<file path="src/rtl/pcrc_pkg.sv">
// Purpose: shared constants for the programmable crc generator
// Assumes: apb slave with 32-bit data, one aligned word per register
// Notes:   offsets are byte addresses
package pcrc_pkg;

	// ----------------------------------------------------------------
	// register offsets
	// ----------------------------------------------------------------
	localparam logic [7:0] CRC_CONTROL_ONE_OFS = 8'h00;
	localparam logic [7:0] CRC_CONTROL_TWO_OFS = 8'h04;
	localparam logic [7:0] POLY_TERMS_LOW_OFS  = 8'h08;
	localparam logic [7:0] POLY_TERMS_HIGH_OFS = 8'h0c;
	localparam logic [7:0] CRC_DATA_IN_OFS     = 8'h10;
	localparam logic [7:0] CRC_RESULT_OFS      = 8'h14;
	localparam logic [7:0] CRC_STATUS_OFS      = 8'h18;

	// ----------------------------------------------------------------
	// field positions
	// ----------------------------------------------------------------
	localparam int CTL1_START_BIT   = 0;
	localparam int CTL1_LENDIAN_BIT = 1;
	localparam int CTL1_CLEAR_BIT   = 2;
	localparam int CTL1_IEN_BIT     = 3;
	localparam int CTL1_IDONE_BIT   = 4;
	localparam int CTL2_PLEN_LSB    = 0;
	localparam int CTL2_DWID_LSB    = 8;
	localparam int STS_EMPTY_BIT    = 0;
	localparam int STS_FULL_BIT     = 1;
	localparam int STS_BUSY_BIT     = 2;
	localparam int STS_DONE_BIT     = 3;

	// ----------------------------------------------------------------
	// reset values and sizes
	// ----------------------------------------------------------------
	localparam logic [4:0]  PLEN_RST   = 5'h0f;
	localparam logic [4:0]  DWID_RST   = 5'h07;
	localparam logic [15:0] TERMS_RST  = 16'h0000;
	localparam logic [31:0] RESULT_RST = 32'h0000_0000;
	localparam int          FIFO_DEPTH = 4;

	typedef enum logic [2:0] {
		PCRC_IDLE  = 3'b001,
		PCRC_SHIFT = 3'b010,
		PCRC_NEXT  = 3'b100
	} pcrc_state_t;

endpackage : pcrc_pkg

</file>
<file path="src/rtl/pcrc_fifo.sv">
// Purpose: small data fifo in front of the crc shift engine
// Assumes: synchronous push and pop, flip-flop storage
// Notes:   push is ignored when full, pop when empty
`timescale 1ns/1ps
module pcrc_fifo
	import pcrc_pkg::*;
#(
	parameter int WIDTH = 32,
	parameter int DEPTH = FIFO_DEPTH
) (
	// clock and reset
	input  wire logic             clk_i,
	input  wire logic             nrst_i,
	input  wire logic             en_i,
	// fill side
	input  wire logic             push_i,
	input  wire logic [WIDTH-1:0] wdata_i,
	output logic                  full_o,
	// drain side
	input  wire logic             pop_i,
	output logic      [WIDTH-1:0] rdata_o,
	output logic                  empty_o,
	output logic      [$clog2(DEPTH):0] count_o
);

	localparam int AW = $clog2(DEPTH);

	logic [WIDTH-1:0] mem_ff [DEPTH];
	logic [AW-1:0]    wptr_ff;
	logic [AW-1:0]    rptr_ff;
	logic [AW:0]      cnt_ff;
	logic             do_push;
	logic             do_pop;

	assign full_o  = (cnt_ff == (AW+1)'(DEPTH));
	assign empty_o = (cnt_ff == '0);
	assign count_o = cnt_ff;
	assign rdata_o = mem_ff[rptr_ff];
	assign do_push = push_i && !full_o;
	assign do_pop  = pop_i && !empty_o;

	always_ff @(posedge clk_i) begin
		if (en_i && do_push) begin
			mem_ff[wptr_ff] <= wdata_i;
		end
	end

	always_ff @(posedge clk_i or negedge nrst_i) begin
		if (!nrst_i) begin
			wptr_ff <= '0;
			rptr_ff <= '0;
			cnt_ff  <= '0;
		end else if (en_i) begin
			if (do_push) begin
				wptr_ff <= (wptr_ff == AW'(DEPTH-1)) ? '0 : wptr_ff + 1'b1;
			end
			if (do_pop) begin
				rptr_ff <= (rptr_ff == AW'(DEPTH-1)) ? '0 : rptr_ff + 1'b1;
			end
			cnt_ff <= cnt_ff + (AW+1)'(do_push) - (AW+1)'(do_pop);
		end
	end

endmodule : pcrc_fifo

</file>
<file path="src/rtl/pcrc_top.sv">
// Purpose: programmable crc generator with apb register access
// Assumes: apb slave, one wait state, one clock domain
// Notes:   one data bit is shifted per clock cycle
//
// Notes on behaviour
// - crc in hardware for any order up to 32, order set by length field
// - each set term bit 1 .. n-1 adds xor feedback at that engine position; bits at n and above are masked off
// - zero-order term always fed back; term bit zero is ignored
// - top term n always used; no register bit for term 32
// - shift direction selectable, little-endian or big-endian
// - data word width set independently of polynomial length
// - data enters by fifo, engine in hardware, configurable interrupt
//
// Implementation choices: register access over APB and the address map.
`timescale 1ns/1ps
module pcrc_top
	import pcrc_pkg::*;
#(
	parameter int DEPTH = FIFO_DEPTH
) (
	// clock, reset, enable
	input  wire logic        clk_i,
	input  wire logic        nrst_i,
	input  wire logic        en_i,
	// apb slave
	input  wire logic        psel_i,
	input  wire logic        penable_i,
	input  wire logic        pwrite_i,
	input  wire logic [7:0]  paddr_i,
	input  wire logic [31:0] pwdata_i,
	output logic      [31:0] prdata_o,
	output logic             pready_o,
	output logic             pslverr_o,
	// interrupt
	output logic             crc_irq_o
);

	// ----------------------------------------------------------------
	// registers and state
	// ----------------------------------------------------------------
	logic        start_ff;
	logic        lendian_ff;
	logic        ien_ff;
	logic        idone_ff;
	logic        done_ff;
	logic [4:0]  plen_ff;
	logic [4:0]  dwid_ff;
	logic [15:0] terms_lo_ff;
	logic [15:0] terms_hi_ff;
	logic [31:0] crc_ff;
	logic [31:0] word_ff;
	logic [4:0]  bit_ff;
	logic [31:0] prdata_ff;
	logic        pready_ff;
	logic        pslverr_ff;
	logic        irq_ff;
	pcrc_state_t state_ff;

	logic        wr_acc;
	logic        rd_acc;
	logic        push;
	logic        pop;
	logic        f_full;
	logic        f_empty;
	logic [31:0] f_data;
	logic [31:0] poly;
	logic [31:0] mask;
	logic        din;
	logic        fb;
	logic [31:0] nxt_crc;
	logic        last_bit;
	logic        addr_ok;

	// ----------------------------------------------------------------
	// apb decode
	// ----------------------------------------------------------------
	// read data captured in the first access cycle; a write lands on the
	// edge where the master sees the registered pready high
	assign wr_acc = psel_i && penable_i && pwrite_i && pready_ff;
	assign rd_acc = psel_i && penable_i && !pwrite_i && !pready_ff;
	// a write already refused as full is not pushed
	assign push   = wr_acc && (paddr_i == CRC_DATA_IN_OFS)
		&& !pslverr_ff;
	assign addr_ok = (paddr_i == CRC_CONTROL_ONE_OFS)
		|| (paddr_i == CRC_CONTROL_TWO_OFS)
		|| (paddr_i == POLY_TERMS_LOW_OFS)
		|| (paddr_i == POLY_TERMS_HIGH_OFS)
		|| (paddr_i == CRC_DATA_IN_OFS)
		|| (paddr_i == CRC_RESULT_OFS)
		|| (paddr_i == CRC_STATUS_OFS);

	always_ff @(posedge clk_i or negedge nrst_i) begin
		if (!nrst_i) begin
			pready_ff  <= 1'b0;
			pslverr_ff <= 1'b0;
		end else if (en_i) begin
			pready_ff  <= psel_i && penable_i && !pready_ff;
			pslverr_ff <= psel_i && penable_i && !pready_ff && (!addr_ok
				|| (pwrite_i && paddr_i == CRC_DATA_IN_OFS && f_full));
		end
	end

	always_ff @(posedge clk_i or negedge nrst_i) begin
		if (!nrst_i) begin
			prdata_ff <= 32'h0000_0000;
		end else if (en_i && rd_acc) begin
			case (paddr_i)
				CRC_CONTROL_ONE_OFS: prdata_ff <= {27'h0, idone_ff, ien_ff,
					1'b0, lendian_ff, start_ff};
				CRC_CONTROL_TWO_OFS: prdata_ff <= {19'h0, dwid_ff, 3'h0,
					plen_ff};
				POLY_TERMS_LOW_OFS:  prdata_ff <= {16'h0, terms_lo_ff};
				POLY_TERMS_HIGH_OFS: prdata_ff <= {16'h0, terms_hi_ff};
				CRC_RESULT_OFS:      prdata_ff <= crc_ff & mask;
				CRC_STATUS_OFS:      prdata_ff <= {28'h0, done_ff,
					(state_ff != PCRC_IDLE), f_full, f_empty};
				default:             prdata_ff <= 32'h0000_0000;
			endcase
		end
	end

	// ----------------------------------------------------------------
	// configuration registers
	// ----------------------------------------------------------------
	always_ff @(posedge clk_i or negedge nrst_i) begin
		if (!nrst_i) begin
			start_ff    <= 1'b0;
			lendian_ff  <= 1'b0;
			ien_ff      <= 1'b0;
			idone_ff    <= 1'b0;
			plen_ff     <= PLEN_RST;
			dwid_ff     <= DWID_RST;
			terms_lo_ff <= TERMS_RST;
			terms_hi_ff <= TERMS_RST;
		end else if (en_i && wr_acc) begin
			case (paddr_i)
				CRC_CONTROL_ONE_OFS: begin
					start_ff   <= pwdata_i[CTL1_START_BIT];
					lendian_ff <= pwdata_i[CTL1_LENDIAN_BIT];
					ien_ff     <= pwdata_i[CTL1_IEN_BIT];
					idone_ff   <= pwdata_i[CTL1_IDONE_BIT];
				end
				CRC_CONTROL_TWO_OFS: begin
					plen_ff <= pwdata_i[CTL2_PLEN_LSB +: 5];
					dwid_ff <= pwdata_i[CTL2_DWID_LSB +: 5];
				end
				POLY_TERMS_LOW_OFS:  terms_lo_ff <= pwdata_i[15:0];
				POLY_TERMS_HIGH_OFS: terms_hi_ff <= pwdata_i[15:0];
				default: ;
			endcase
		end
	end

	// ----------------------------------------------------------------
	// data fifo
	// ----------------------------------------------------------------
	pcrc_fifo #(
		.WIDTH (32),
		.DEPTH (DEPTH)
	) u_fifo (
		.clk_i   (clk_i),
		.nrst_i  (nrst_i),
		.en_i    (en_i),
		.push_i  (push),
		.wdata_i (pwdata_i),
		.full_o  (f_full),
		.pop_i   (pop),
		.rdata_o (f_data),
		.empty_o (f_empty),
		.count_o ()
	);

	// ----------------------------------------------------------------
	// shift engine
	// ----------------------------------------------------------------
	// order n = plen + 1; mask covers bits 0 .. plen
	assign mask = 32'hffff_ffff >> (5'd31 - plen_ff);
	// bit 0 forced for the zero-order term
	assign poly = {terms_hi_ff, terms_lo_ff[15:1], 1'b1} & mask;
	assign din  = lendian_ff ? word_ff[bit_ff]
		: word_ff[dwid_ff - bit_ff];
	// top term n is implied by taking feedback from bit n-1
	assign fb   = crc_ff[plen_ff] ^ din;
	assign nxt_crc = (((crc_ff << 1) & mask) ^ (fb ? poly : 32'h0));
	assign last_bit = (bit_ff == dwid_ff);
	assign pop  = (state_ff == PCRC_IDLE || state_ff == PCRC_NEXT)
		&& start_ff && !f_empty;

	always_ff @(posedge clk_i or negedge nrst_i) begin
		if (!nrst_i) begin
			state_ff <= PCRC_IDLE;
			word_ff  <= 32'h0000_0000;
			bit_ff   <= 5'h00;
		end else if (en_i) begin
			case (state_ff)
				PCRC_IDLE, PCRC_NEXT: begin
					bit_ff <= 5'h00;
					if (pop) begin
						word_ff  <= f_data;
						state_ff <= PCRC_SHIFT;
					end else begin
						state_ff <= PCRC_IDLE;
					end
				end
				PCRC_SHIFT: begin
					bit_ff <= bit_ff + 5'h01;
					if (last_bit) begin
						state_ff <= PCRC_NEXT;
					end
				end
				default: state_ff <= PCRC_IDLE;
			endcase
		end
	end

	always_ff @(posedge clk_i or negedge nrst_i) begin
		if (!nrst_i) begin
			crc_ff <= RESULT_RST;
		end else if (en_i) begin
			if (state_ff == PCRC_SHIFT) begin
				crc_ff <= nxt_crc;
			end else if (wr_acc && paddr_i == CRC_RESULT_OFS) begin
				crc_ff <= pwdata_i;
			end
		end
	end

	// ----------------------------------------------------------------
	// done flag and interrupt
	// ----------------------------------------------------------------
	// done: set as the last bit shifts with the fifo empty; set wins over software clear
	always_ff @(posedge clk_i or negedge nrst_i) begin
		if (!nrst_i) begin
			done_ff <= 1'b0;
			irq_ff  <= 1'b0;
		end else if (en_i) begin
			if (state_ff == PCRC_SHIFT && last_bit && f_empty) begin
				done_ff <= 1'b1;
			end else if (wr_acc && paddr_i == CRC_STATUS_OFS
				&& pwdata_i[STS_DONE_BIT]) begin
				done_ff <= 1'b0;
			end
			// interrupt on fifo empty or on shift done, per idone
			irq_ff <= ien_ff && (idone_ff ? done_ff : f_empty);
		end
	end

	assign prdata_o  = prdata_ff;
	assign pready_o  = pready_ff;
	assign pslverr_o = pslverr_ff;
	assign crc_irq_o = irq_ff;

endmodule : pcrc_top

</file>
<file path="config.mk">
export PLATFORM = sky130hd
export DESIGN_NAME = pcrc_top
export DESIGN_NICKNAME = d
export VERILOG_FILES = /design/src/rtl/pcrc_pkg.sv /design/src/rtl/pcrc_fifo.sv /design/src/rtl/pcrc_top.sv
export SDC_FILE = /design/constraint.sdc
export NUM_CORES = 1
export LEC_CHECK = 0
export BUFFER_PORTS_ARGS = -buffer_cell sky130_fd_sc_hd__buf_2
export CORE_MARGIN = 4
export CORE_UTILIZATION = 45
export DETAILED_ROUTE_END_ITERATION = 6
export PLACE_DENSITY = 0.62
export SYNTH_ARGS = -nofsm -noshare
export SYNTH_HDL_FRONTEND = slang
export SYNTH_SLANG_ARGS = --single-unit
</file>
<file path="constraint.sdc">
create_clock -name clk_i -period 5.17 [get_ports clk_i]
set_input_delay 0 -clock clk_i [delete_from_list [all_inputs] [get_ports clk_i]]
set_output_delay 0 -clock clk_i [all_outputs]
set_load 0.005 [all_outputs]
</file>
==> results.txt, run 1 <==
----------------------------------------------------
[Status]
  Status ... finished, final reports clean

[Clock network]
  Clock latency on the worst-skew pair ... 0.55 ns
  Buffer depth of the longest clock path ... 3
  Max H-tree Level ... 1
  Clock tree from TritonCTS ... built
  Number of buffers inserted to repair setup after CTS ... 0
  Clk sink count ... a little under 300
  Total CTS buffers ... 30
  Root buffer cell ... sky130_fd_sc_hd__clkbuf_16
  Worst-path clk slew ... 0.06 ns

[Synthesis]
  Post-synthesis area per instance ... 13.2 sq um
  Combinational family with the most area after synthesis ... multiplexers
  Leading cell types by total area after synthesis ... sky130_fd_sc_hd__edfxtp_1 (29%), sky130_fd_sc_hd__dfrtp_1 (29%), sky130_fd_sc_hd__mux4_2 (8.4%)
  Xor/xnor share of the synthesized area ... about 2.8%
  Synth warn ... 0
  Share of the synthesized area in compound gates (AO/OA/AOI/OAI) ... 8.97%
  Simple logic cell fraction of the synthesized area ... 8.71%
  Count of flip-flops with a built-in enable after synthesis ... 128
  Commonest register cell after synthesis ... sky130_fd_sc_hd__dfrtp_1
  Share of flip-flops with an asynchronous set or reset after synthesis ... a little under three fifths
  Distinct cell type count after synthesis ... 64
  Flop and latch count out of synthesis ... 289
  Most repeated cell in the gate-level netlist after synthesis ... sky130_fd_sc_hd__dfrtp_1
  Syn Std Cell Area ... 13,400 sq um
  Share of synthesized cell area in full adder, half adder and majority cells ... 1.42%
  Commonest cells in the netlist ... sky130_fd_sc_hd__dfrtp_1 (153), sky130_fd_sc_hd__edfxtp_1 (128), sky130_fd_sc_hd__nand2_1 (82)
  Fraction of post-synthesis cell area in the top cell type by area ... 28.7%
  Gate count after technology mapping ... 1,019
  Fraction of the yosys area taken by sequential cells ... approximately three fifths
  Post-synthesis net count ... 1,079
  Post-synthesis cell type with the largest combined area ... sky130_fd_sc_hd__edfxtp_1
  Multiplexer share of the synthesized area ... between 10% and 20%

[GRT]
  Combined global-route utilization of all metal layers ... 22.0%
  Global-route wire length before repair ... 56,700 um
  Number of global-route vias before repair ... 9,306
  Maximum number of pins on one net before global-route repair ... 82
  Global route total overflow ... 0
  Initial antenna violation count ... 0

[Floorplanning]
  Y dimension of the die ... 181 um
  Die footprint ... about 33,000 sq um
  Chip width ... between 150 and 200 um
  Core footprint ... ~29,000 sq um
  Starting density of the core ... 46.2%
  Site row count ... 62
  Number of top-level pins ... 81

[Timing]
  Share of the clock period used by the worst path ... 81.0%
  Max Freq ... 239 MHz
  Final setup margin ... between 0.9 and 1 ns
  Setup clock skew after layout ... just over 0.009 ns
  Unrepaired setup endpoints after global routing ... false
  Max-slew violation count ... 0
  Worst hold slack after final layout ... 0.0250 ns
  Measured slew at the worst slew-check pin ... 1.14 ns
  Final Hold Fails ... 0
  Finish-stage setup viols ... 0
  Shortest period the worst path allows ... 4.19 ns
  Total negative slack for setup checks ... 0 ns
  Slew headroom ... about a quarter

[Route]
  Iter 0 DRT Violations ... 807
  DR WL/cell ... 23.7 um
  Avg Vias per Cell ... 5.98
  Routed vias ... 9,168
  Final WL ... between 30,000 and 40,000 um
  Number of detailed-routing iterations run before antenna repair ... 5
  DRC errors left ... 0
  Post-route ant nets ... 0

[Power]
  Power Internal ... 3.87 mW
  Switching share of power ... between 20% and 30%
  P per Cell Area ... 324 nW/um^2
  Switching component of the power ... between 1 and 1.5 mW
  Clock power share ... 42.7%
  Sum of internal, switching and leakage power ... approximately 5 mW
  Sequential power share ... between 50% and 60%
  Share of power burned in combinational logic ... between 6 and 7%
  Max IR drop VDD ... 0.218 mV
  Static leakage power ... approximately 6.2 nW

[Worst hold path]
  Hold Crit Start ... paddr_i[4]
  Endpoint, Worst Hold ... done_ff
  Path class of the lowest-slack min-delay path ... input port to flip-flop
  Hold Path Stages ... 4

[Finish]
  Post-Layout Inst Area ... 15,600 sq um
  Final core area utilization ... 53.7%
  Signed area change from the synthesized netlist to the final layout ... 16.2%
  Fin nets ... 1,184
  Share of layout cells above drive strength 1 ... 26.1%
  Antenna cells ... 0
  Filler Cell Count ... 2,518
  Non-filler instance count after layout ... 1,532

[Setup path]
  Class of the most critical setup path ... flip-flop to flip-flop
  CP delay by family, top ... multiplexers
  Maximum fanout encountered on the critical timing path ... 32
  Most common cell type on the critical path ... sky130_fd_sc_hd__mux2_2
  Worst-path cell chain ... inv_1 > ha_1 > fa_1 > xor2_2 > mux4_2 > mux2_2 > mux2_2 > mux2i_4 > a21o_2 > nand3_1 > xor2_1 > o41ai_2
  Slowest stage cell, crit path ... sky130_fd_sc_hd__a21o_2
  Worst setup slack for register-to-register paths ... 0.98 ns
  Crit. End Element ... flip-flop
  Worst reg2reg endpoint ... crc_ff[22]
  Crit path largest cell delay ... 0.62 ns
  Type of origin of the critical path ... flip-flop
  CP Data Arrival Time ... 4.63 ns
  Buf/Inv on CP ... 1
  Required time of the critical path ... approximately 5.6 ns
  Reg-to-Reg Start ... dwid_ff[0]
  Worst r2r path cells ... 12

[Run]
  Max-Cap Viols ... 0

[Place]
  HPWL Detailed ... 24,100 um
  Last weighted congestion value of the routability-driven placer ... between 0.8 and 0.9
  Cell area reported after detailed placement ... 14,200 sq um
  Post-Place Cells ... 1,436
  Port Buffer Count ... 80
  Post-placement worst setup slack ... 1.02 ns

----------------------------------------------------
[how the worst max path moves through the flow]
stage | end | depth (start not counted) | from
3_3_place_gp | crc_ff[5] | 12 | dwid_ff[0]
4_1_cts | crc_ff[24] | 12 | dwid_ff[0]
2_1_floorplan | crc_ff[19] | 13 | dwid_ff[0]
5_1_grt | crc_ff[24] | 12 | dwid_ff[0]
6_report | crc_ff[22] | 12 | dwid_ff[0]
3_5_place_dp | crc_ff[24] | 12 | dwid_ff[0]
[logic make-up (layout without fill, tap and decap cells)]
logic type               Yosys count  after routing
adder cells (fa/ha/maj)           14             14
buffers and inverters             89            218
multiplexers                     149            149
flip-flops                       289            289
XOR/XNOR                          42             42
AND/OR/NAND/NOR                  252            252
AO/OA/AOI/OAI                    184            184
[cell type report]
class	count	area, sq um	area share (%)
Sequential cell	289	7880	50.6
Clock buffer	42	851	5.46
Clock inverter	14	126	0.811
Tap cell	384	480	3.08
Multi-Input combinational cell	641	5200	33.4
Timing Repair Buffer	139	950	6.10
Inverter	23	86.3	0.554
[worst register-to-register path, delay by kind of cell (launching register included)]
| kind | cells | cell delay (ns) |
|---|---|---|
| compound gates | 2 | 0.90 |
| xor+xnor | 2 | 0.62 |
| fa+ha+maj | 2 | 0.65 |
| buf+inv | 1 | 0.05 |
| flops | 1 | 0.53 |
| mux | 4 | 1.12 |
| simple gates | 1 | 0.20 |
[cell usage in the layout, fill, tap and decap left out, drive strengths merged, types with 43 or more instances in the layout]
master,instances
mux4,50
nand2,82
nor2,62
dfrtp,153
mux2,85
o21ai,50
edfxtp,128
buf,99
a21oi,43
nand3,47
[power groups by stage]
| stage | sequential (mW) | clock [mW] | combinational [mW] |
|---|---|---|---|
| 4_1_cts | 2.55 | 2.18 | 0.340 |
| 6_report | 2.55 | 2.15 | 0.335 |
| 5_1_grt | 2.56 | 2.28 | 0.376 |
| 3_3_place_gp | 2.60 | 0 | 0.307 |
| 3_5_place_dp | 2.59 | 0 | 0.314 |
| 2_1_floorplan | 2.57 | 0 | 0.177 |
[state kept, by name (all words and copies together), names as in the netlist, 2 cells and up]
signal          cells
bit_ff              5
crc_ff             32
dwid_ff             5
plen_ff             5
prdata_o           32
state_ff            3
terms_hi_ff        16
terms_lo_ff        16
u_fifo.count_o      3
u_fifo.mem_ff     128
u_fifo.rptr_ff      2
u_fifo.wptr_ff      2
word_ff            32
[what timing repair did]
action	in CTS	in global routing
hold endpoints to repair	295	0
hold buffers	40	0
endpoints found under the setup margin	0	0
resized for setup	0	0
[layer usage]
metal / GRT usage [%] / vias up / share of wire [%]
met2: 34.6 / 354 / 47
met4: 6.78 / 0 / 3.4
met5: 0 / - / 0
met1: 31.6 / 4690 / 43
li1: - / 4044 / -
met3: 3.98 / 80 / 6.8
Power figures use the tool's default switching activity.
==> run 2: changes to the inputs <==
- clock period: 5.17 -> 3.9 ns (I/O delays scaled with it)
==> run 2 against run 1 <==
Compared with the run above: critical path depth is 1 higher; combinational power is 32% higher; sequential power is 33% higher; setup slack worse by 0.82 ns; sequential cell count stayed put; count of clock-buffer cells in the layout stayed put; final area is 1.2% higher; highest routed layer unchanged; sequential share of layout area is 0.61 points lower; maximum frequency is 12% higher.
==> results.txt, run 2 (synthesized netlist as in run 1, its figures left out) <==
----------------------------------------------------
[Status]
  Status ... finished, final reports clean

[Route]
  DR WL/cell ... 23.4 um (-1.2%)
  Final WL ... 36,000 um (-0.72%)
  Iter 0 DRT Violations ... 799 (-0.99%)
  Routed vias ... 9,124 (-0.48%)
  DRC errors left ... 0 (unchanged)
  Avg Vias per Cell ... 5.92 (-1.0%)
  Post-route ant nets ... 0 (unchanged)
  Number of detailed-routing iterations run before antenna repair ... 6 (+1)

[Clock network]
  Clock latency on the worst-skew pair ... 0.56 ns (about the same)
  Clock tree from TritonCTS ... built
  Buffer depth of the longest clock path ... 3 (unchanged)
  Total CTS buffers ... 31 (+3.3%)
  Clk sink count ... 289 (unchanged)
  Worst-path clk slew ... 0.06 ns (about the same)
  Max H-tree Level ... 1 (unchanged)
  Root buffer cell ... sky130_fd_sc_hd__clkbuf_16

[Finish]
  Area of the multi-input gates ... 5200 sq um (+0.12%)
  Signed area change from the synthesized netlist to the final layout ... 17.6%
  Fin nets ... 1,193 (+0.76%)
  Register cell area after layout ... 7880 sq um (unchanged)
  Register bank with the most flops ... u_fifo.mem_ff
  Share of layout cells above drive strength 1 ... 27.1% (+0.94 points)
  Commonest cells after routing, fill and taps aside ... sky130_fd_sc_hd__dfrtp_1 (152), sky130_fd_sc_hd__edfxtp_1 (128), sky130_fd_sc_hd__nand2_1 (82)
  Filler Cell Count ... 2,482 (-1.4%)
  Commonest non-fill, non-tap cell in the layout ... sky130_fd_sc_hd__dfrtp_1
  Flip-flop count of the largest register after layout ... 128 (unchanged)
  Antenna cells ... 0 (unchanged)

[Setup path]
  Crit. End Element ... flip-flop
  Slowest stage cell, crit path ... sky130_fd_sc_hd__dfstp_2
  CP delay by family, top ... multiplexers
  Type of origin of the critical path ... flip-flop
  Most common cell type on the critical path ... sky130_fd_sc_hd__mux2_2
  Class of the most critical setup path ... flip-flop to flip-flop
  Worst-path cell chain ... inv_1 > ha_1 > fa_1 > xor2_4 > mux4_2 > mux2_2 > mux2_2 > mux2i_4 > a21o_2 > buf_12 > nand3_1 > xnor2_1 > o41ai_1
  Buf/Inv on CP ... 2 (+1)
  Required time of the critical path ... 4.34 ns (-1.27 ns)
  Crit path largest cell delay ... 0.54 ns (-0.08 ns)
  CP Data Arrival Time ... 4.17 ns (-0.46 ns)
  Maximum fanout encountered on the critical timing path ... 23 (-28%)

[GRT]
  Initial antenna violation count ... 0 (unchanged)
  Number of global-route vias before repair ... 9,082 (-2.4%)
  Global-route wire length before repair ... 56,100 um (-1.1%)
  Global route total overflow ... 0 (unchanged)
  Combined global-route utilization of all metal layers ... 21.9% (-0.083 points)
  Maximum number of pins on one net before global-route repair ... 100 (+22%)

[Worst hold path]
  Path class of the lowest-slack min-delay path ... input port to flip-flop

[Floorplanning]
  Core footprint ... 29,000 sq um (unchanged)
  Number of top-level pins ... 81 (unchanged)
  Site row count ... 62 (unchanged)
  Die footprint ... 32,600 sq um (unchanged)
  Chip width ... 181 um (unchanged)
  Y dimension of the die ... 181 um (unchanged)
  Starting density of the core ... 46.2% (unchanged)

[Timing]
  Shortest period the worst path allows ... 3.74 ns (-0.452 ns)
  Worst hold slack after final layout ... 0.0339 ns (+0.00896 ns)
  Final Hold Fails ... 0 (unchanged)
  Finish-stage setup viols ... 0 (unchanged)
  Unrepaired setup endpoints after global routing ... false
  Measured slew at the worst slew-check pin ... 1.07 ns (-0.0741 ns)
  Max Freq ... 268 MHz (+12%)
  Total negative slack for setup checks ... 0 ns (unchanged)
  Share of the clock period used by the worst path ... 95.8% (+15 points)
  Slew headroom ... 28.7% (+4.8 points)
  Max-slew violation count ... 0 (unchanged)
  Setup clock skew after layout ... 0.0190 ns (+0.00963 ns)

[Power]
  Max IR drop VDD ... 0.322 mV (+48%)
  P per Cell Area ... 434 nW/um^2 (+34%)
  Static leakage power ... 6.27 nW (+1.5%)

[Place]
  Last weighted congestion value of the routability-driven placer ... 0.902 (+2.1%)
  HPWL Detailed ... 24,200 um (+0.47%)
  Port Buffer Count ... 80 (unchanged)

[Run]
  Max-Cap Viols ... 0 (unchanged)

----------------------------------------------------
[run 2: changes by cell type in the layout (fill, tap and decap cells not counted), moves of 2 or more]
cell | previous run | this run
sky130_fd_sc_hd__buf_12 | 0 | 3
sky130_fd_sc_hd__clkinv_1 | 5 | 1
sky130_fd_sc_hd__buf_4 | 19 | 24
sky130_fd_sc_hd__clkbuf_16 | 31 | 33
sky130_fd_sc_hd__clkinv_2 | 4 | 6
sky130_fd_sc_hd__clkbuf_1 | 7 | 5
[run 2: power by group]
part	leakage [nW]	internal (mW)	switching [mW]	total, mW
logic	2.49	0.207	0.235	0.442
clock network	0.512	1.81	1.20	3.01
registers	3.27	3.28	0.113	3.39
[run 2: layer usage]
layer	track usage, %	vias up	routed length (um)
met5	0	-	0
met2	34.8	352	16900
met3	3.43	72	2320
li1	-	4053	-
met4	6.93	0	1230
met1	31.4	4647	15500
[run 2: stage by stage]
| stage | cells | power [mW] | setup slack [ns] | util, % | cell area [sq um] |
|---|---|---|---|---|---|
| after floorplan | 1019 | 3.64 | 0.411 | - | 13400 |
| after global placement | 1444 | 3.85 | 0.175 | 49.3 | 14300 |
| after detailed placement | 1444 | 3.86 | 0.0943 | 49.3 | 14300 |
| after CTS | 1540 | 6.90 | 0.0670 | 54.3 | 15700 |
| after global routing | 1540 | 7.08 | 0.0128 | 54.3 | 15800 |
| final | 1540 | 6.84 | 0.163 | 54.3 | 15800 |
[run 2: path summary, 6_finish.rpt]
check                            startpoint     endpoint  slack (ns)  cells past startpoint
worst max-delay path             dwid_ff[0]   crc_ff[19]        0.16                     13
worst min-delay path             paddr_i[4]      done_ff        0.03                      4
worst max register to register   dwid_ff[0]   crc_ff[19]        0.16                     13
worst min register to register  prdata_o[5]  prdata_o[5]        0.48                      2
max in group asynchronous            nrst_i  state_ff[0]        2.84                      3
min in group asynchronous            nrst_i  prdata_o[5]        0.14                      2
[run 2: cell type report]
| cell class | count | share of cell area (%) |
|---|---|---|
| clock inverters | 14 | 1.01 |
| clock buffers | 42 | 5.71 |
| well taps | 384 | 3.05 |
| multi-input cells | 641 | 33.0 |
| flip-flops and latches | 289 | 50.0 |
| inverters | 23 | 0.579 |
| repair buffers | 147 | 6.64 |
[run 2: worst register-to-register path: cells and delay by family, from the launching register on]
kind	cells	cell delay (ns)
compound gates	2	0.51
simple gates	1	0.12
buf+inv	2	0.22
fa+ha+maj	2	0.67
flops	1	0.54
mux	4	1.09
xor+xnor	2	0.46
[run 2: timing repair]
| action | CTS | global route |
|---|---|---|
| gates resized for setup | 0 | 3 |
| hold endpoints to repair | 317 | 0 |
| buffers inserted | 0 | 0 |
| hold buffers | 40 | 0 |
| endpoints found under the setup margin | 0 | 8 |
==> run 3: changes to the inputs <==
- SYNTH_HIERARCHICAL: default -> 1
==> run 3 against run 2 <==
Compared with the run above: die area grew 0.45%; sequential power down 4%; largest cell class unchanged; clock power down 2%; critical path type unchanged; setup slack got worse by 0.12 ns; global-route usage increased by 0.35 points; worst hold slack gained 0.0040 ns.
==> results.txt, run 3 <==
----------------------------------------------------
[Status]
  Status ... finished, final reports clean

[Setup path]
  Crit. End Element ... flip-flop
  Slowest stage cell, crit path ... sky130_fd_sc_hd__dfstp_2
  Class of the most critical setup path ... flip-flop to flip-flop
  Maximum fanout encountered on the critical timing path ... 8 (-65%)
  CP Data Arrival Time ... 4.32 ns (+0.15 ns)
  Reg-to-Reg Start ... dwid_ff[0]
  Required time of the critical path ... 4.36 ns (+0.02 ns)
  Worst setup slack for register-to-register paths ... 0.04 ns (-0.12 ns)
  Worst reg2reg endpoint ... crc_ff[24]
  Worst-path cell chain ... inv_2 > ha_4 > fa_1 > clkinv_4 > mux4_2 > mux2_4 > mux2_4 > mux2i_4 > mux2i_4 > buf_12 > nand3_2 > xnor2_1 > a221o_1
  Crit path largest cell delay ... 0.54 ns (about the same)
  Type of origin of the critical path ... flip-flop
  Worst r2r path cells ... 13 (unchanged)

[Clock network]
  Clock tree from TritonCTS ... built
  Clk sink count ... 289 (unchanged)
  Max H-tree Level ... 1 (unchanged)
  Root buffer cell ... sky130_fd_sc_hd__clkbuf_16
  Total CTS buffers ... 30 (-3.2%)
  Buffer depth of the longest clock path ... 3 (unchanged)
  Worst-path clk slew ... 0.07 ns (about the same)
  Clock latency on the worst-skew pair ... 0.58 ns (+0.02 ns)

[Finish]
  Commonest cells after routing, fill and taps aside ... sky130_fd_sc_hd__dfrtp_1 (152), sky130_fd_sc_hd__edfxtp_1 (128), sky130_fd_sc_hd__mux2_2 (86)
  Filler Cell Count ... 2,431 (-2.1%)
  Signed area change from the synthesized netlist to the final layout ... 19.3%
  Commonest non-fill, non-tap cell in the layout ... sky130_fd_sc_hd__dfrtp_1
  Antenna cells ... 0 (unchanged)
  Fin nets ... 1,189 (-0.34%)
  Register cell area after layout ... 7880 sq um (unchanged)
  Register bank with the most flops ... u_fifo/mem_ff
  Area of the multi-input gates ... 5300 sq um (+1.9%)
  Flip-flop count of the largest register after layout ... 128 (unchanged)
  Share of layout cells above drive strength 1 ... 31.0% (+3.9 points)

[Synthesis]
  Commonest cells in the netlist ... sky130_fd_sc_hd__dfrtp_1 (153), sky130_fd_sc_hd__edfxtp_1 (128), sky130_fd_sc_hd__mux2_2 (88)
  Synth warn ... 6 (+6)
  Count of flip-flops with a built-in enable after synthesis ... 128 (unchanged)
  Gate count after technology mapping ... 995 (-2.4%)
  Post-synthesis area per instance ... 13.5 sq um (+2.9%)
  Fraction of post-synthesis cell area in the top cell type by area ... 28.5% (-0.14 points)
  Fraction of the yosys area taken by sequential cells ... 58.5% (-0.28 points)
  Share of the synthesized area in compound gates (AO/OA/AOI/OAI) ... 9.16% (+0.19 points)
  Post-synthesis cell type with the largest combined area ... sky130_fd_sc_hd__edfxtp_1
  Combinational family with the most area after synthesis ... multiplexers
  Distinct cell type count after synthesis ... 67 (+4.7%)
  Syn Std Cell Area ... 13,500 sq um (+0.48%)
  Post-synthesis net count ... 1,055 (-2.2%)
  Commonest register cell after synthesis ... sky130_fd_sc_hd__dfrtp_1
  Xor/xnor share of the synthesized area ... 2.21% (-0.59 points)
  Share of synthesized cell area in full adder, half adder and majority cells ... 1.41% (-0.0067 points)
  Share of flip-flops with an asynchronous set or reset after synthesis ... 55.7% (unchanged)
  Flop and latch count out of synthesis ... 289 (unchanged)
  Most repeated cell in the gate-level netlist after synthesis ... sky130_fd_sc_hd__dfrtp_1
  Leading cell types by total area after synthesis ... sky130_fd_sc_hd__edfxtp_1 (29%), sky130_fd_sc_hd__dfrtp_1 (28%), sky130_fd_sc_hd__mux4_2 (8.5%)
  Multiplexer share of the synthesized area ... 17.3% (+0.63 points)
  Simple logic cell fraction of the synthesized area ... 8.52% (-0.19 points)

[Power]
  Share of power burned in combinational logic ... 4.4% (-2.1 points)
  Max IR drop VDD ... 0.349 mV (+8.6%)
  Sum of internal, switching and leakage power ... 6.50 mW (-5.0%)
  Switching component of the power ... 1.43 mW (-7.5%)
  Clock power share ... 45.3% (+1.3 points)
  Sequential power share ... 50.3% (+0.8 points)
  Power Internal ... 5.07 mW (-4.2%)
  P per Cell Area ... 405 nW/um^2 (-6.8%)
  Switching share of power ... 22.0% (-0.61 points)
  Static leakage power ... 6.41 nW (+2.2%)

[GRT]
  Initial antenna violation count ... 0 (unchanged)
  Maximum number of pins on one net before global-route repair ... 99 (-1.0%)
  Number of global-route vias before repair ... 9,437 (+3.9%)
  Global route total overflow ... 0 (unchanged)
  Combined global-route utilization of all metal layers ... 22.3% (+0.35 points)
  Global-route wire length before repair ... 57,100 um (+1.9%)

[Floorplanning]
  Core footprint ... 29,600 sq um (+1.9%)
  Starting density of the core ... 45.6% (-0.64 points)
  Die footprint ... 32,800 sq um (+0.45%)
  Y dimension of the die ... 181 um (+0.23%)
  Site row count ... 63 (+1.6%)
  Chip width ... 181 um (+0.23%)
  Number of top-level pins ... 81 (unchanged)

[Timing]
  Final Hold Fails ... 0 (unchanged)
  Setup clock skew after layout ... 0.0224 ns (+0.00345 ns)
  Share of the clock period used by the worst path ... 99.0% (+3.2 points)
  Max-slew violation count ... 0 (unchanged)
  Measured slew at the worst slew-check pin ... 1.02 ns (-0.0415 ns)
  Final setup margin ... 0.0392 ns (-0.123 ns)
  Shortest period the worst path allows ... 3.86 ns (+0.123 ns)
  Max Freq ... 259 MHz (-3.2%)
  Unrepaired setup endpoints after global routing ... true
  Slew headroom ... 31.3% (+2.7 points)
  Finish-stage setup viols ... 0 (unchanged)

[Route]
  Number of detailed-routing iterations run before antenna repair ... 5 (-1)
  Post-route ant nets ... 0 (unchanged)
  Routed vias ... 9,269 (+1.6%)
  DR WL/cell ... 24.1 um (+3.3%)
  Avg Vias per Cell ... 6.01 (+1.4%)
  Final WL ... 37,300 um (+3.5%)
  DRC errors left ... 0 (unchanged)
  Iter 0 DRT Violations ... 723 (-9.5%)

[Place]
  Port Buffer Count ... 80 (unchanged)
  Last weighted congestion value of the routability-driven placer ... 0.874 (-3.2%)
  HPWL Detailed ... 25,000 um (+3.2%)
  Post-placement worst setup slack ... -0.0750 ns (-0.169 ns)

[Worst hold path]
  Path class of the lowest-slack min-delay path ... input port to flip-flop
  Hold Crit Start ... psel_i
  Hold Path Stages ... 5 (+1)
  Endpoint, Worst Hold ... u_fifo/wptr_ff[1]

[Run]
  Max-Cap Viols ... 0 (unchanged)

----------------------------------------------------
run 3: worst max path at each step:
stage | depth (start not counted) | slack (ns) | endpoint | from
6_report | 13 | 0.04 | crc_ff[24] | dwid_ff[0]
5_1_grt | 13 | -0.09 | crc_ff[12] | dwid_ff[0]
4_1_cts | 13 | 0.007 | crc_ff[12] | dwid_ff[0]
3_5_place_dp | 13 | -0.07 | crc_ff[12] | dwid_ff[0]
3_3_place_gp | 13 | -0.03 | crc_ff[12] | dwid_ff[0]
2_1_floorplan | 13 | 0.09 | crc_ff[24] | dwid_ff[0]
run 3: cell families (layout without fill, tap and decap cells):
group,Yosys count,in the layout
flip-flops,289,289
AO/OA/AOI/OAI,187,187
multiplexers,150,150
adder cells (fa/ha/maj),14,14
AND/OR/NAND/NOR,240,240
buffers and inverters,81,239
XOR/XNOR,34,34
run 3: final cells by class:
cell class                 instances  share of cell area [%]
multi-input combinational        625                    33.0
tap                              390                    3.04
clock inverter                    16                    1.19
inverter                          16                   0.405
clock buffer                      40                    5.22
timing repair buffer             167                    8.09
sequential                       289                    49.1
run 3: power groups by stage:
stage / clock network, mW / registers, mW / logic [mW]
after floorplan: 0 / 3.32 / 0.0954
final: 2.94 / 3.27 / 0.288
after CTS: 3.00 / 3.27 / 0.288
after global placement: 0 / 3.33 / 0.252
after global routing: 3.13 / 3.28 / 0.320
after detailed placement: 0 / 3.33 / 0.256
run 3: timing repair:
item                       in CTS  in global routing
hold endpoints to repair      317                  0
pin swaps                       0                  6
buffers inserted                0                  3
hold buffers                   41                  0
gates resized for setup         2                 22
cloned                          0                  2
setup endpoints to repair      27                 28
run 3: through the flow:
step                      cell area, sq um  setup TNS [ns]  util [%]  instances  hold slack [ns]
after floorplan                      13500               0         -        995           -0.296
after global placement               14400         -0.0294      48.9       1441            0.200
after detailed placement             14400          -0.496      48.9       1441            0.190
after CTS                            15900               0      53.8       1538           0.0179
after global routing                 16100           -1.84      54.4       1543           0.0615
final                                16100               0      54.4       1543           0.0379
run 3: metal layers:
layer / GRT usage (%) / vias up / wire [um] / share of wire, %
met4: 7.66 / 0 / 1520 / 4.1
met1: 30.3 / 4764 / 15400 / 41
met5: 0 / - / 0 / 0
li1: - / 4059 / - / -
met3: 3.76 / 92 / 2260 / 6.1
met2: 36.7 / 354 / 18100 / 48
run 3: critical path, delay by kind of cell, from the launching register on:
kind / cells / cell delay [ns]
and+or+nand+nor: 1 / 0.08
adders and majority gates: 2 / 0.63
xor gates and xnor gates: 1 / 0.13
DFF: 1 / 0.54
AOI/OAI and AO/OA: 1 / 0.32
muxes: 5 / 1.66
buffers and inverters: 3 / 0.36
